[config.mk]
export PLATFORM = sky130hd
export DESIGN_NAME = aclr_regs
export DESIGN_NICKNAME = d
export VERILOG_FILES = /design/src/rtl/aclr_pkg.sv /design/src/rtl/aclr_regs.sv /design/src/rtl/aclr_wb_ack.sv /design/src/rtl/aclr_wb_byte_merge.sv
export SDC_FILE = /design/constraint.sdc
export NUM_CORES = 1
export LEC_CHECK = 0
export BUFFER_PORTS_ARGS = -buffer_cell sky130_fd_sc_hd__buf_4
export CORE_MARGIN = 1.5
export CORE_UTILIZATION = 45
export CTS_CLUSTER_DIAMETER = 120
export CTS_CLUSTER_SIZE = 40
export DETAILED_ROUTE_END_ITERATION = 16
export GPL_ROUTABILITY_DRIVEN = 0
export MAX_ROUTING_LAYER = met4
export PLACE_DENSITY = 0.75
export SETUP_SLACK_MARGIN = 0.05
export SLEW_MARGIN = 10
export SYNTH_ARGS = -nofsm -noshare
export SYNTH_HDL_FRONTEND = slang
export SYNTH_SLANG_ARGS = --single-unit
[constraint.sdc]
create_clock -name CLK -period 4.3 [get_ports CLK]
set_clock_uncertainty 0.1 [all_clocks]
set_input_delay 0.215 -clock CLK [delete_from_list [all_inputs] [get_ports CLK]]
set_output_delay 0.215 -clock CLK [all_outputs]
set_load 0.01 [all_outputs]
[src/rtl/aclr_pkg.sv]
// aclr_pkg: offsets, field layouts and fixed values of the access-control
// and latency-report register bank.
// assumes a 32-bit classic Wishbone slave with byte addresses.
package aclr_pkg;

  localparam int          AW                = 12;
  localparam int          DW                = 32;

  localparam logic [11:0] OFF_ECAP_PTR_HDR  = 12'h20C;
  localparam logic [11:0] OFF_ACS_HDR       = 12'h220;
  localparam logic [11:0] OFF_ACS_CAP_CTRL  = 12'h224;
  localparam logic [11:0] OFF_EGRESS_VEC    = 12'h228;
  localparam logic [11:0] OFF_LAT_CAP_HDR   = 12'h230;
  localparam logic [11:0] OFF_MAX_LATENCY   = 12'h234;

  localparam logic [11:0] NEXT_PTR_UP       = 12'h230;
  localparam logic [11:0] NEXT_PTR_DOWN     = 12'h220;
  localparam logic [15:0] PWR_BUDGET_CAP_ID = 16'h0004;
  localparam logic [15:0] ACS_CAP_ID        = 16'h000D;
  localparam logic [15:0] LAT_CAP_ID        = 16'h0018;
  localparam logic [3:0]  CAP_VERSION       = 4'h1;
  localparam logic [11:0] NEXT_PTR_END      = 12'h000;

  localparam logic [6:0]  ACS_FEATURES_IMPL = 7'h7F;
  localparam logic [7:0]  EGRESS_VEC_SIZE   = 8'h08;

  localparam int          ACS_SUP_LSB       = 0;
  localparam int          ACS_SIZE_LSB      = 8;
  localparam int          ACS_SIZE_W        = 8;
  localparam int          ACS_EN_LSB        = 16;
  localparam int          ACS_EN_W          = 7;
  localparam int          EGRESS_W          = 8;
  localparam int          EGRESS_LSB        = 0;
  localparam int          LAT_VAL_W         = 10;
  localparam int          LAT_SCALE_W       = 3;
  localparam int          LAT_FIELD_W       = 13;
  localparam int          SNOOP_LSB         = 0;
  localparam int          NOSNOOP_LSB       = 16;

  localparam logic [6:0]  ACS_EN_RESET      = 7'h00;
  localparam logic [7:0]  EGRESS_RESET      = 8'h00;
  localparam logic [12:0] LAT_RESET         = 13'h0000;
  localparam logic [31:0] ERR_DATA          = 32'h0000_0000;

endpackage

[src/rtl/aclr_regs.sv]
// aclr_regs: access-control capability, egress vector and latency
// report registers of one switch port, behind a classic Wishbone slave.
// assumes UPSTREAM is strapped per port and stable after reset release.
`timescale 1ns/1ps
module aclr_regs (
  input  wire logic                  CLK,
  input  wire logic                  NRST,
  input  wire logic                  UPSTREAM,
  input  wire logic                  WB_CYC_I,
  input  wire logic                  WB_STB_I,
  input  wire logic                  WB_WE_I,
  input  wire logic [aclr_pkg::AW-1:0] WB_ADR_I,
  input  wire logic [aclr_pkg::DW-1:0] WB_DAT_I,
  input  wire logic [3:0]            WB_SEL_I,
  output logic      [aclr_pkg::DW-1:0] WB_DAT_O,
  output logic                       WB_ACK_O,
  output logic                       WB_ERR_O,
  output logic      [6:0]            ACS_ENABLES,
  output logic      [7:0]            EGRESS_VECTOR,
  output logic      [12:0]           MAX_SNOOP_LAT,
  output logic      [12:0]           MAX_NOSNOOP_LAT
);
  import aclr_pkg::*;

  // ****************************************************************
  // strap capture
  // ****************************************************************
  logic        up_meta;
  logic        up_sync;
  logic        req;
  logic        take;
  logic        hit;
  logic        wr;
  logic [31:0] rdata;

  logic [ACS_EN_W-1:0]    acs_en;
  logic [EGRESS_W-1:0]    egress;
  logic [LAT_FIELD_W-1:0] snoop;
  logic [LAT_FIELD_W-1:0] nosnoop;
  logic [ACS_EN_W-1:0]    next_acs_en;
  logic [EGRESS_W-1:0]    next_egress;
  logic [LAT_FIELD_W-1:0] next_snoop;
  logic [LAT_FIELD_W-1:0] next_nosnoop;

  // strap comes from a pin; two stages before the decoder sees it
  always_ff @(posedge CLK or negedge NRST) begin
    if (!NRST) begin
      up_meta <= 1'b0;
      up_sync <= 1'b0;
    end else begin
      up_meta <= UPSTREAM;
      up_sync <= up_meta;
    end
  end

  // ****************************************************************
  // bus slave and address decode
  // ****************************************************************
  assign req = WB_CYC_I & WB_STB_I;
  assign wr  = take & WB_WE_I & hit;

  always_comb begin
    if (WB_ADR_I == OFF_ECAP_PTR_HDR) begin
      hit = 1'b1;
    end else if (WB_ADR_I == OFF_ACS_HDR) begin
      hit = ~up_sync;
    end else if (WB_ADR_I == OFF_ACS_CAP_CTRL) begin
      hit = ~up_sync;
    end else if (WB_ADR_I == OFF_EGRESS_VEC) begin
      hit = ~up_sync;
    end else if (WB_ADR_I == OFF_LAT_CAP_HDR) begin
      hit = up_sync;
    end else if (WB_ADR_I == OFF_MAX_LATENCY) begin
      hit = up_sync;
    end else begin
      hit = 1'b0;
    end
  end

  aclr_wb_ack u_ack (
    .CLK  (CLK),
    .NRST (NRST),
    .req  (req),
    .hit  (hit),
    .ack  (WB_ACK_O),
    .err  (WB_ERR_O),
    .take (take)
  );

  // ****************************************************************
  // writable fields
  // ****************************************************************
  aclr_wb_byte_merge #(.W(ACS_EN_W), .LSB(ACS_EN_LSB)) u_m_acs (
    .old_val (acs_en),
    .wdat    (WB_DAT_I),
    .sel     (WB_SEL_I),
    .new_val (next_acs_en)
  );
  aclr_wb_byte_merge #(.W(EGRESS_W), .LSB(EGRESS_LSB)) u_m_egr (
    .old_val (egress),
    .wdat    (WB_DAT_I),
    .sel     (WB_SEL_I),
    .new_val (next_egress)
  );
  aclr_wb_byte_merge #(.W(LAT_FIELD_W), .LSB(SNOOP_LSB)) u_m_snp (
    .old_val (snoop),
    .wdat    (WB_DAT_I),
    .sel     (WB_SEL_I),
    .new_val (next_snoop)
  );
  aclr_wb_byte_merge #(.W(LAT_FIELD_W), .LSB(NOSNOOP_LSB)) u_m_nsn (
    .old_val (nosnoop),
    .wdat    (WB_DAT_I),
    .sel     (WB_SEL_I),
    .new_val (next_nosnoop)
  );

  always_ff @(posedge CLK or negedge NRST) begin
    if (!NRST) begin
      acs_en <= ACS_EN_RESET;
    end else if (wr && WB_ADR_I == OFF_ACS_CAP_CTRL) begin
      acs_en <= next_acs_en;
    end
  end

  always_ff @(posedge CLK or negedge NRST) begin
    if (!NRST) begin
      egress <= EGRESS_RESET;
    end else if (wr && WB_ADR_I == OFF_EGRESS_VEC) begin
      egress <= next_egress;
    end
  end

  // latency limits, both halves share one word
  always_ff @(posedge CLK or negedge NRST) begin
    if (!NRST) begin
      snoop   <= LAT_RESET;
      nosnoop <= LAT_RESET;
    end else if (wr && WB_ADR_I == OFF_MAX_LATENCY) begin
      snoop   <= next_snoop;
      nosnoop <= next_nosnoop;
    end
  end

  assign ACS_ENABLES     = acs_en;
  assign EGRESS_VECTOR   = egress;
  assign MAX_SNOOP_LAT   = snoop;
  assign MAX_NOSNOOP_LAT = nosnoop;

  // ****************************************************************
  // read path
  // ****************************************************************
  // reserved bits built as zero, read-only bits from constants
  always_comb begin
    rdata = ERR_DATA;
    if (WB_ADR_I == OFF_ECAP_PTR_HDR) begin
      // next pointer depends on port kind
      rdata = {(up_sync ? NEXT_PTR_UP : NEXT_PTR_DOWN), CAP_VERSION, PWR_BUDGET_CAP_ID};
    end else if (WB_ADR_I == OFF_ACS_HDR) begin
      rdata = {NEXT_PTR_END, CAP_VERSION, ACS_CAP_ID};
    end else if (WB_ADR_I == OFF_ACS_CAP_CTRL) begin
      rdata[ACS_SUP_LSB +: ACS_EN_W] = ACS_FEATURES_IMPL;
      rdata[ACS_SIZE_LSB +: ACS_SIZE_W] = EGRESS_VEC_SIZE;
      rdata[ACS_EN_LSB +: ACS_EN_W]  = acs_en;
    end else if (WB_ADR_I == OFF_EGRESS_VEC) begin
      rdata[EGRESS_LSB +: EGRESS_W] = egress;
    end else if (WB_ADR_I == OFF_LAT_CAP_HDR) begin
      rdata = {NEXT_PTR_END, CAP_VERSION, LAT_CAP_ID};
    end else if (WB_ADR_I == OFF_MAX_LATENCY) begin
      rdata[SNOOP_LSB +: LAT_FIELD_W]   = snoop;
      rdata[NOSNOOP_LSB +: LAT_FIELD_W] = nosnoop;
    end
  end

  // data registered with the answer; unmapped reads give zero
  always_ff @(posedge CLK or negedge NRST) begin
    if (!NRST) begin
      WB_DAT_O <= ERR_DATA;
    end else if (take) begin
      WB_DAT_O <= hit ? rdata : ERR_DATA;
    end
  end

  // ****************************************************************
  // assertions
  // ****************************************************************
  acs_cap_ro_a : assert property (@(posedge CLK) disable iff (!NRST)
    (take && hit && !WB_WE_I && WB_ADR_I == OFF_ACS_CAP_CTRL) |=>
    (WB_DAT_O[15:0] == {EGRESS_VEC_SIZE, 1'b0, ACS_FEATURES_IMPL}))
    else $error("capability read-only bits wrong");

  acs_en_write_a : assert property (@(posedge CLK) disable iff (!NRST)
    (wr && WB_ADR_I == OFF_ACS_CAP_CTRL && WB_SEL_I[2]) |=>
    (ACS_ENABLES == $past(WB_DAT_I[22:16])))
    else $error("enable bits not written");

  acs_en_hold_a : assert property (@(posedge CLK) disable iff (!NRST)
    !(wr && WB_ADR_I == OFF_ACS_CAP_CTRL) |=> $stable(ACS_ENABLES))
    else $error("enable bits changed without write");

  egress_write_a : assert property (@(posedge CLK) disable iff (!NRST)
    (wr && WB_ADR_I == OFF_EGRESS_VEC && WB_SEL_I[0]) |=>
    (EGRESS_VECTOR == $past(WB_DAT_I[7:0])))
    else $error("egress vector not written");

  egress_down_a : assert property (@(posedge CLK) disable iff (!NRST)
    (take && up_sync && WB_ADR_I == OFF_EGRESS_VEC) |=> (WB_ERR_O && !WB_ACK_O))
    else $error("egress offset answered on upstream port");

  lat_hdr_a : assert property (@(posedge CLK) disable iff (!NRST)
    (take && up_sync && WB_ADR_I == OFF_LAT_CAP_HDR) |=>
    (WB_ACK_O && WB_DAT_O == 32'h0001_0018))
    else $error("latency header wrong");

  lat_down_a : assert property (@(posedge CLK) disable iff (!NRST)
    (take && !up_sync && WB_ADR_I == OFF_MAX_LATENCY) |=> WB_ERR_O ##1 !WB_ERR_O)
    else $error("latency offset answered on downstream port");

  lat_reserved_a : assert property (@(posedge CLK) disable iff (!NRST)
    (take && hit && WB_ADR_I == OFF_MAX_LATENCY) |=>
    (WB_DAT_O[31:29] == 3'h0 && WB_DAT_O[15:13] == 3'h0))
    else $error("reserved latency bits nonzero");

  next_ptr_a : assert property (@(posedge CLK) disable iff (!NRST)
    (take && WB_ADR_I == OFF_ECAP_PTR_HDR) |=>
    (WB_DAT_O[31:20] == ($past(up_sync) ? NEXT_PTR_UP : NEXT_PTR_DOWN)))
    else $error("next pointer wrong");

  snoop_write_a : assert property (@(posedge CLK) disable iff (!NRST)
    (wr && WB_ADR_I == OFF_MAX_LATENCY && WB_SEL_I == 4'hF) |=>
    (MAX_SNOOP_LAT == $past(WB_DAT_I[12:0]) && MAX_NOSNOOP_LAT == $past(WB_DAT_I[28:16])))
    else $error("latency fields not written");

  // ****************************************************************
  // assertions on read data, port kind and bus answers
  // ****************************************************************
  // bus answers are one pulse per request, never both kinds at once
  acs_en_read_a : assert property (@(posedge CLK) disable iff (!NRST)
    (take && hit && !WB_WE_I && WB_ADR_I == OFF_ACS_CAP_CTRL) |=>
    (WB_DAT_O[22:16] == $past(ACS_ENABLES)))
    else $error("enable bits read back wrong");

  acs_lane_a : assert property (@(posedge CLK) disable iff (!NRST)
    (wr && WB_ADR_I == OFF_ACS_CAP_CTRL && !WB_SEL_I[2]) |=> $stable(ACS_ENABLES))
    else $error("enable bits changed without their byte lane");

  acs_up_err_a : assert property (@(posedge CLK) disable iff (!NRST)
    (take && up_sync && WB_ADR_I == OFF_ACS_CAP_CTRL) |=>
    (WB_ERR_O && !WB_ACK_O && $stable(ACS_ENABLES)))
    else $error("capability offset answered on upstream port");

  acs_reserved_a : assert property (@(posedge CLK) disable iff (!NRST)
    (take && hit && WB_ADR_I == OFF_ACS_CAP_CTRL) |=>
    (WB_DAT_O[31:23] == 9'h000 && WB_DAT_O[7] == 1'b0))
    else $error("reserved capability bits nonzero");

  egress_read_a : assert property (@(posedge CLK) disable iff (!NRST)
    (take && hit && !WB_WE_I && WB_ADR_I == OFF_EGRESS_VEC) |=>
    (WB_DAT_O == {24'h00_0000, $past(EGRESS_VECTOR)}))
    else $error("egress vector read back wrong");

  egress_hold_a : assert property (@(posedge CLK) disable iff (!NRST)
    !(wr && WB_ADR_I == OFF_EGRESS_VEC) |=> $stable(EGRESS_VECTOR))
    else $error("egress vector changed without write");

  lat_up_only_a : assert property (@(posedge CLK) disable iff (!NRST)
    (take && !up_sync && WB_ADR_I == OFF_LAT_CAP_HDR) |=>
    (WB_ERR_O && !WB_ACK_O && WB_DAT_O == ERR_DATA))
    else $error("latency header answered on downstream port");

  lat_ver_a : assert property (@(posedge CLK) disable iff (!NRST)
    (take && hit && WB_ADR_I == OFF_LAT_CAP_HDR) |=> (WB_DAT_O[19:16] == 4'h1))
    else $error("latency header version wrong");

  lat_next_a : assert property (@(posedge CLK) disable iff (!NRST)
    (take && hit && WB_ADR_I == OFF_LAT_CAP_HDR) |=> (WB_DAT_O[31:20] == 12'h000))
    else $error("latency header next pointer wrong");

  snoop_read_a : assert property (@(posedge CLK) disable iff (!NRST)
    (take && hit && !WB_WE_I && WB_ADR_I == OFF_MAX_LATENCY) |=>
    (WB_DAT_O[12:0] == $past(MAX_SNOOP_LAT)))
    else $error("snoop latency read back wrong");

  nosnoop_read_a : assert property (@(posedge CLK) disable iff (!NRST)
    (take && hit && !WB_WE_I && WB_ADR_I == OFF_MAX_LATENCY) |=>
    (WB_DAT_O[28:16] == $past(MAX_NOSNOOP_LAT)))
    else $error("no-snoop latency read back wrong");

  lat_hold_a : assert property (@(posedge CLK) disable iff (!NRST)
    !(wr && WB_ADR_I == OFF_MAX_LATENCY) |=>
    ($stable(MAX_SNOOP_LAT) && $stable(MAX_NOSNOOP_LAT)))
    else $error("latency fields changed without write");

  unmapped_err_a : assert property (@(posedge CLK) disable iff (!NRST)
    (take && !hit) |=> (WB_ERR_O && !WB_ACK_O && WB_DAT_O == ERR_DATA))
    else $error("unmapped offset not refused");

  read_hold_a : assert property (@(posedge CLK) disable iff (!NRST)
    !take |=> $stable(WB_DAT_O))
    else $error("read data changed without a request");

  mapped_ack_a : assert property (@(posedge CLK) disable iff (!NRST)
    (take && hit) |=> (WB_ACK_O && !WB_ERR_O))
    else $error("mapped offset not acknowledged");

  answer_once_a : assert property (@(posedge CLK) disable iff (!NRST)
    (WB_ACK_O || WB_ERR_O) |=> !(WB_ACK_O || WB_ERR_O))
    else $error("answer held longer than one cycle");

  answer_excl_a : assert property (@(posedge CLK) disable iff (!NRST)
    !(WB_ACK_O && WB_ERR_O))
    else $error("acknowledge and error raised together");

  acs_hdr_a : assert property (@(posedge CLK) disable iff (!NRST)
    (take && !up_sync && WB_ADR_I == OFF_ACS_HDR) |=>
    (WB_ACK_O && WB_DAT_O == 32'h0001_000D))
    else $error("access-control header wrong");

  ptr_hdr_a : assert property (@(posedge CLK) disable iff (!NRST)
    (take && WB_ADR_I == OFF_ECAP_PTR_HDR) |=> (WB_ACK_O && WB_DAT_O[19:0] == 20'h1_0004))
    else $error("preceding header low fields wrong");

endmodule

[src/rtl/aclr_wb_ack.sv]
// aclr_wb_ack: single-cycle classic Wishbone answer generator.
// assumes the master holds cyc and stb until it sees ack or err.
`timescale 1ns/1ps
module aclr_wb_ack (
  input  wire logic CLK,
  input  wire logic NRST,
  input  wire logic req,
  input  wire logic hit,
  output logic      ack,
  output logic      err,
  output logic      take
);
  logic busy;

  // one answer per request; busy blocks a second answer on the held strobe
  assign take = req & ~busy;

  always_ff @(posedge CLK or negedge NRST) begin
    if (!NRST) begin
      busy <= 1'b0;
    end else begin
      busy <= take;
    end
  end

  always_ff @(posedge CLK or negedge NRST) begin
    if (!NRST) begin
      ack <= 1'b0;
      err <= 1'b0;
    end else begin
      ack <= take & hit;
      err <= take & ~hit;
    end
  end
endmodule

[src/rtl/aclr_wb_byte_merge.sv]
// aclr_wb_byte_merge: merges Wishbone write data into a stored field
// under byte selects, keeping the unselected bytes.
// assumes the field sits at bit lsb of the 32-bit bus word.
`timescale 1ns/1ps
module aclr_wb_byte_merge #(
  parameter int W   = 8,
  parameter int LSB = 0
) (
  input  wire logic [W-1:0]  old_val,
  input  wire logic [31:0]   wdat,
  input  wire logic [3:0]    sel,
  output logic      [W-1:0]  new_val
);
  always_comb begin
    for (int i = 0; i < W; i++) begin
      new_val[i] = sel[(LSB + i) / 8] ? wdat[LSB + i] : old_val[i];
    end
  end
endmodule

==> results of run 1 <==
-- placed cells by master, fill, tap and decap left out, types with 3 or more instances in the layout --
| master | Yosys | final |
|---|---|---|
| buf_4 | 7 | 118 |
| nor3_1 | 5 | 5 |
| dlygate4sd3_1 | 0 | 21 |
| clkbuf_8 | 0 | 10 |
| nor2b_1 | 3 | 3 |
| a21boi_0 | 4 | 4 |
| a21oi_1 | 6 | 6 |
| mux2_2 | 40 | 40 |
| a22o_1 | 8 | 8 |
| nor2_1 | 8 | 8 |
| nand2_1 | 26 | 26 |
| nand3_1 | 5 | 5 |
| dfrtp_1 | 73 | 73 |
| o21ai_0 | 22 | 22 |
| a22oi_1 | 8 | 8 |
| conb_1 | 1 | 5 |
| clkinvlp_4 | 0 | 3 |
| and3_1 | 4 | 4 |
| inv_1 | 4 | 4 |
-- cells in the mapped netlist --
master | instances | area, µm²
a211o_1 | 1 | 8.76
a211oi_1 | 1 | 7.51
a21boi_0 | 4 | 30.0
a21oi_1 | 6 | 30.0
a22o_1 | 8 | 70.1
a22oi_1 | 8 | 60.1
a31oi_1 | 1 | 6.26
a32oi_1 | 1 | 8.76
and2_1 | 1 | 6.26
and3_1 | 4 | 25.0
and3b_1 | 2 | 17.5
and4_1 | 1 | 8.76
buf_2 | 3 | 15.0
buf_4 | 7 | 52.6
buf_6 | 1 | 11.3
clkbuf_1 | 7 | 26.3
conb_1 | 1 | 3.75
dfrtp_1 | 73 | 1830
inv_1 | 4 | 15.0
mux2_1 | 1 | 11.3
mux2_2 | 40 | 450
mux2i_1 | 2 | 20.0
nand2_1 | 26 | 97.6
nand3_1 | 5 | 25.0
nand3_4 | 1 | 17.5
nand4_4 | 2 | 42.5
nor2_1 | 8 | 30.0
nor2b_1 | 3 | 18.8
nor3_1 | 5 | 25.0
nor3b_4 | 1 | 18.8
nor4_2 | 1 | 12.5
o211ai_1 | 1 | 7.51
o21ai_0 | 22 | 110
o2bb2ai_2 | 1 | 15.0
o31ai_1 | 1 | 7.51
or2_2 | 1 | 6.26
or2b_1 | 1 | 7.51
or3_1 | 1 | 6.26
-- final cells by class --
cell class              count  area [µm²]
multi-input cells         166        1230
fillers                   556        2280
clock buffers              10         138
well taps                  96         120
repair buffers            139        1100
flip-flops and latches     73        1830
clock inverters             6        91.3
inverters                   4        15.0
-- cell families after synthesis --
family          count (synthesis)  share of synthesized area [%]
buf+inv                        22                           3.80
other cells                     1                          0.119
compound gates                 55                           11.4
mux                            43                           15.2
flops                          73                           57.8
simple gates                   63                           11.6
-- registers in the layout, summed over array words and instances, names as in the netlist --
| signal | flops |
|---|---|
| ACS_ENABLES | 7 |
| MAX_SNOOP_LAT | 13 |
| u_ack.ack | 1 |
| WB_DAT_O | 27 |
| MAX_NOSNOOP_LAT | 13 |
| up_sync | 1 |
| u_ack.busy | 1 |
| up_meta | 1 |
| u_ack.err | 1 |
| EGRESS_VECTOR | 8 |
-- worst paths after layout --
| path | slack, ps | end | depth (start not counted) |
|---|---|---|---|
| worst max-delay path | 1560 | MAX_NOSNOOP_LAT[9] | 5 |
| worst min-delay path | 5 | EGRESS_VECTOR[0] | 2 |
| worst max register to register | 1560 | MAX_NOSNOOP_LAT[9] | 5 |
| worst min register to register | 260 | up_sync | 0 |
| max in group asynchronous | 3060 | EGRESS_VECTOR[6] | 2 |
| min in group asynchronous | 420 | EGRESS_VECTOR[0] | 2 |
-- metal layers --
metal  up-vias  global-route usage [%]
met5         -                       -
met4         0                    8.50
met3        12                    5.71
met2        99                    37.8
met1      1283                    28.9
li1       1177                       -
-- critical path, stage by stage (launching register included) --
cell and delay, ps:
dfrtp_1 350, or2_2 560, nor4_2 670, buf_4 290, nand3_1 270, mux2_2 360
-- power breakdown --
part	switching [mW]	internal (mW)	leakage (nW)	total, mW
clock network	0.268	0.343	0.105	0.611
registers	0.00141	0.689	1.01	0.690
logic	0.0521	0.0500	1.23	0.102
total	0.322	1.08	2.35	1.40
-- timing repair --
item | in CTS | in global routing
hold buffers | 13 | 8
hold endpoints to repair | 86 | 11
endpoints found under the setup margin | 0 | 0
==> out/results.ini, run 1 <==
[layout]
nNetsFinal = 447
syn_to_final_growth_pct = 42.9
layoutNonFillerInstCount = 494
drive_gt1_share_pct = 45.5
final_area_um2 = 4510
antennaDiodeCount = 0
utilization_pct = 66.4

[power]
power_mw = 1.40
p_per_area_nw_per_um2 = 311
vdd_drop_max_mv = 0.174
p_leak_nw = 2.35

[worst_hold_path]
worstHoldPathType = input port to register
hold_start = WB_DAT_I[0]

[critical_path]
cp-startpoint = u_ack.busy
crit_arrival_ps = 2870
crit_path_max_fanout = 33
critPathLaunchType = register
crit_required_ps = 4440
crit_type = register to register
setup.worst_path.end_class = register
r2r_start = u_ack.busy

[routing]
first_pass_iters = 4
viasPerCell = 5.20
drt_iter0_drc = 160
drc = 0
wl_mm = 8.38
wl_met1_mm = 3.43
ant_nets = 0
wl_met3_um = 398
drt-wirelength-per-cell_um = 17.0
vias = 2571
highest_layer = met4
wl_met2_mm = 4.42

[floorplanning]
fp.dieArea_um2 = 7530
die_w_um = 86.8
initial_core_util_pct = 46.5
io_pins = 129
core-area_um2 = 6790
die_y_um = 86.8
num_rows = 30

[clock_network]
clockBufferDepth = 2
cts_setup_buffers = 0
cts-root-buf = clkbuf_8
cts_resized = 0
h-tree-depth = 3
cts_tree = done
cts.clk_slew.worst_paths_ps = 80
clk_latency_ps = 350
cts.sinks = 73
cts_buffers = 9

[logic_synthesis]
seq_area_frac_synth_pct = 57.8
syn_avg_cell_area_um2 = 12.3
ys_types = 38
syn_inst = 257
syn-cell-area_um2 = 3160
ys_ff_latch = 73
yosys_warnings = 0

[sta]
finalSetupTns_ps = 0
hold_viol = 0
slew_headroom_pct = 34.1
setup_viol = 0
rsz0062_at_grt = false
post-route-min-period_ps = 2740
post-route-period-util_pct = 63.7
fmax_mhz = 365
setup_ws_ps = 1560
hold_ws_ps = 5.25
worst_slew_pin_slew_ps = 981
final_max_slew_viol_count = 0

[global_route]
grt_pass1_wl_mm = 12.8
gr-total-overflow = 0
grt_usage_pct = 23.5
grt_pass1_vias = 2566
antenna_found_initial = 0
grt_max_degree = 74

[run_status]
status = finished, final reports clean

[placement]
pre_cts_ws_ps = 1540
dpl.hpwl_mm = 5.85
io_buffers = 117
dp_cells = 457
placed_area_um2 = 4080

[run]
maxCapViolCount = 0

Note: power is estimated with default switching activity, not from simulation.
==> run 2, diff against run 1 <==
==> constraint.sdc (replaced) <==
create_clock -name CLK -period 2.7 [get_ports CLK]
set_clock_uncertainty 0.1 [all_clocks]
set_input_delay 0.135 -clock CLK [delete_from_list [all_inputs] [get_ports CLK]]
set_output_delay 0.135 -clock CLK [all_outputs]
set_load 0.01 [all_outputs]
==> run 2 against run 1 <==
- sequential power up 59%
- flip-flop and latch count unchanged
- via count up 2.7%
- count of clock-buffer cells in the layout unchanged
- first-iteration DRC count down 23%
- critical endpoint unchanged
==> out/results.ini, run 2 (synthesis gave the netlist of run 1 again) <==
[run_status]
status = finished, final reports clean

[placement]
placed_area_um2 = 4120
dpl.hpwl_mm = 5.86
dp_cells = 463
io_buffers = 117

[global_route]
grt_pass1_vias = 2656
gr-total-overflow = 0
grt_pass1_wl_mm = 13.2
grt_max_degree = 74
antenna_found_initial = 0
grt_usage_pct = 24.3

[worst_hold_path]
holdPathEnd = WB_DAT_O[2]
holdPathStages = 3
worstHoldPathType = input port to register
hold_start = WB_ADR_I[6]

[floorplanning]
initial_core_util_pct = 46.5
io_pins = 129
die_y_um = 86.8
die_w_um = 86.8
num_rows = 30
fp.dieArea_um2 = 7530
core-area_um2 = 6790

[clock_network]
cts_buffers = 9
cts_setup_buffers = 0
clk_latency_ps = 360
h-tree-depth = 3
cts.sinks = 73
cts_tree = done
cts.clk_slew.worst_paths_ps = 70
cts-root-buf = clkbuf_8
clockBufferDepth = 2

[critical_path]
r2r-end = MAX_NOSNOOP_LAT[9]
setup.worst_path.end_class = register
crit_arrival_ps = 2420
critPathLaunchType = register
crit_type = register to register
r2r_start = u_ack.busy
crit_required_ps = 2840
crit_path_max_fanout = 12
worst-r2r-setup-slack_ps = 410
ff2ff_path_depth = 4

[layout]
final_common_cell = buf_4
final_area_um2 = 4650
layoutNonFillerInstCount = 507
seq_area_um2 = 1830
largest_register = WB_DAT_O
fillers = 503
antennaDiodeCount = 0
mostFrequentLayoutCells = buf_4 (124), dfrtp_1 (73), mux2_2 (40)
syn_to_final_growth_pct = 47.2
nNetsFinal = 460
multiInputGateArea_um2 = 1230
drive_gt1_share_pct = 45.5
largest_reg_flops = 27
utilization_pct = 68.5

[sta]
finalSetupTns_ps = 0
post-route-period-util_pct = 84.6
setup_viol = 0
final_max_slew_viol_count = 0
post-route-min-period_ps = 2290
rsz0062_at_grt = false
worst_slew_pin_slew_ps = 920
fmax_mhz = 438
slew_headroom_pct = 38.7
hold_viol = 0

[routing]
drt_iter0_drc = 123
wl_mm = 8.53
viasPerCell = 5.21
vias = 2640
drc = 0
ant_nets = 0
drt-wirelength-per-cell_um = 16.8
first_pass_iters = 4

[run]
maxCapViolCount = 0

[power]
power_mw = 2.34
p_leak_nw = 2.42
vdd_drop_max_mv = 0.446
p_per_area_nw_per_um2 = 503

## run 2: cell type report
| cell class | count | area share [%] |
|---|---|---|
| Clock buffer | 10 | 2.96 |
| Sequential cell | 73 | 39.3 |
| Clock inverter | 6 | 2.45 |
| Inverter | 4 | 0.323 |
| Multi-Input combinational cell | 166 | 26.4 |
| Tap cell | 96 | 2.58 |
| Timing Repair Buffer | 152 | 26.0 |
## run 2: critical path, cell delays in order (launching register included)
cell and delay, ps:
dfrtp_1 360, or2_2 420, nor4_2 550, nand3_1 370, mux2_2 380
## run 2: worst max path at each step
stage               cells after the start   startpoint                 end
floorplan                               7   u_ack.busy  MAX_NOSNOOP_LAT[0]
global placement                        6  WB_ADR_I[2]  MAX_NOSNOOP_LAT[2]
detailed placement                      4   u_ack.busy  MAX_NOSNOOP_LAT[9]
CTS                                     4   u_ack.busy  MAX_NOSNOOP_LAT[9]
global route                            4   u_ack.busy  MAX_NOSNOOP_LAT[9]
finish                                  4   u_ack.busy  MAX_NOSNOOP_LAT[9]
## run 2: routing by layer
layer  track usage, %  vias to the layer above  part of all wire, %
met5                -                        -                    0
met4             14.7                        0                  3.0
met3             3.52                       19                  4.2
met1             29.8                     1310                   42
li1                 -                     1209                    -
met2             38.1                      102                   51
## run 2: through the flow
| stage | setup slack (ps) | hold WS [ps] |
|---|---|---|
| finish | 415 | 48.0 |
| global route | 241 | 60.7 |
| CTS | 376 | 33.4 |
| detailed placement | 398 | 147 |
| global placement | 454 | 146 |
| floorplan | 734 | -261 |
## run 2: where the power goes
group	internal [mW]	switching (mW)	leakage (nW)	total [mW]
clock	0.642	0.427	0.119	1.07
sequential	1.10	0.00214	1.01	1.10
combinational	0.0888	0.0848	1.29	0.174
total	1.83	0.514	2.42	2.34
## run 2: what timing repair did
item / in CTS / in global routing
hold buffers: 28 / 0
hold endpoints to repair: 115 / 0
resized for setup: 0 / 0
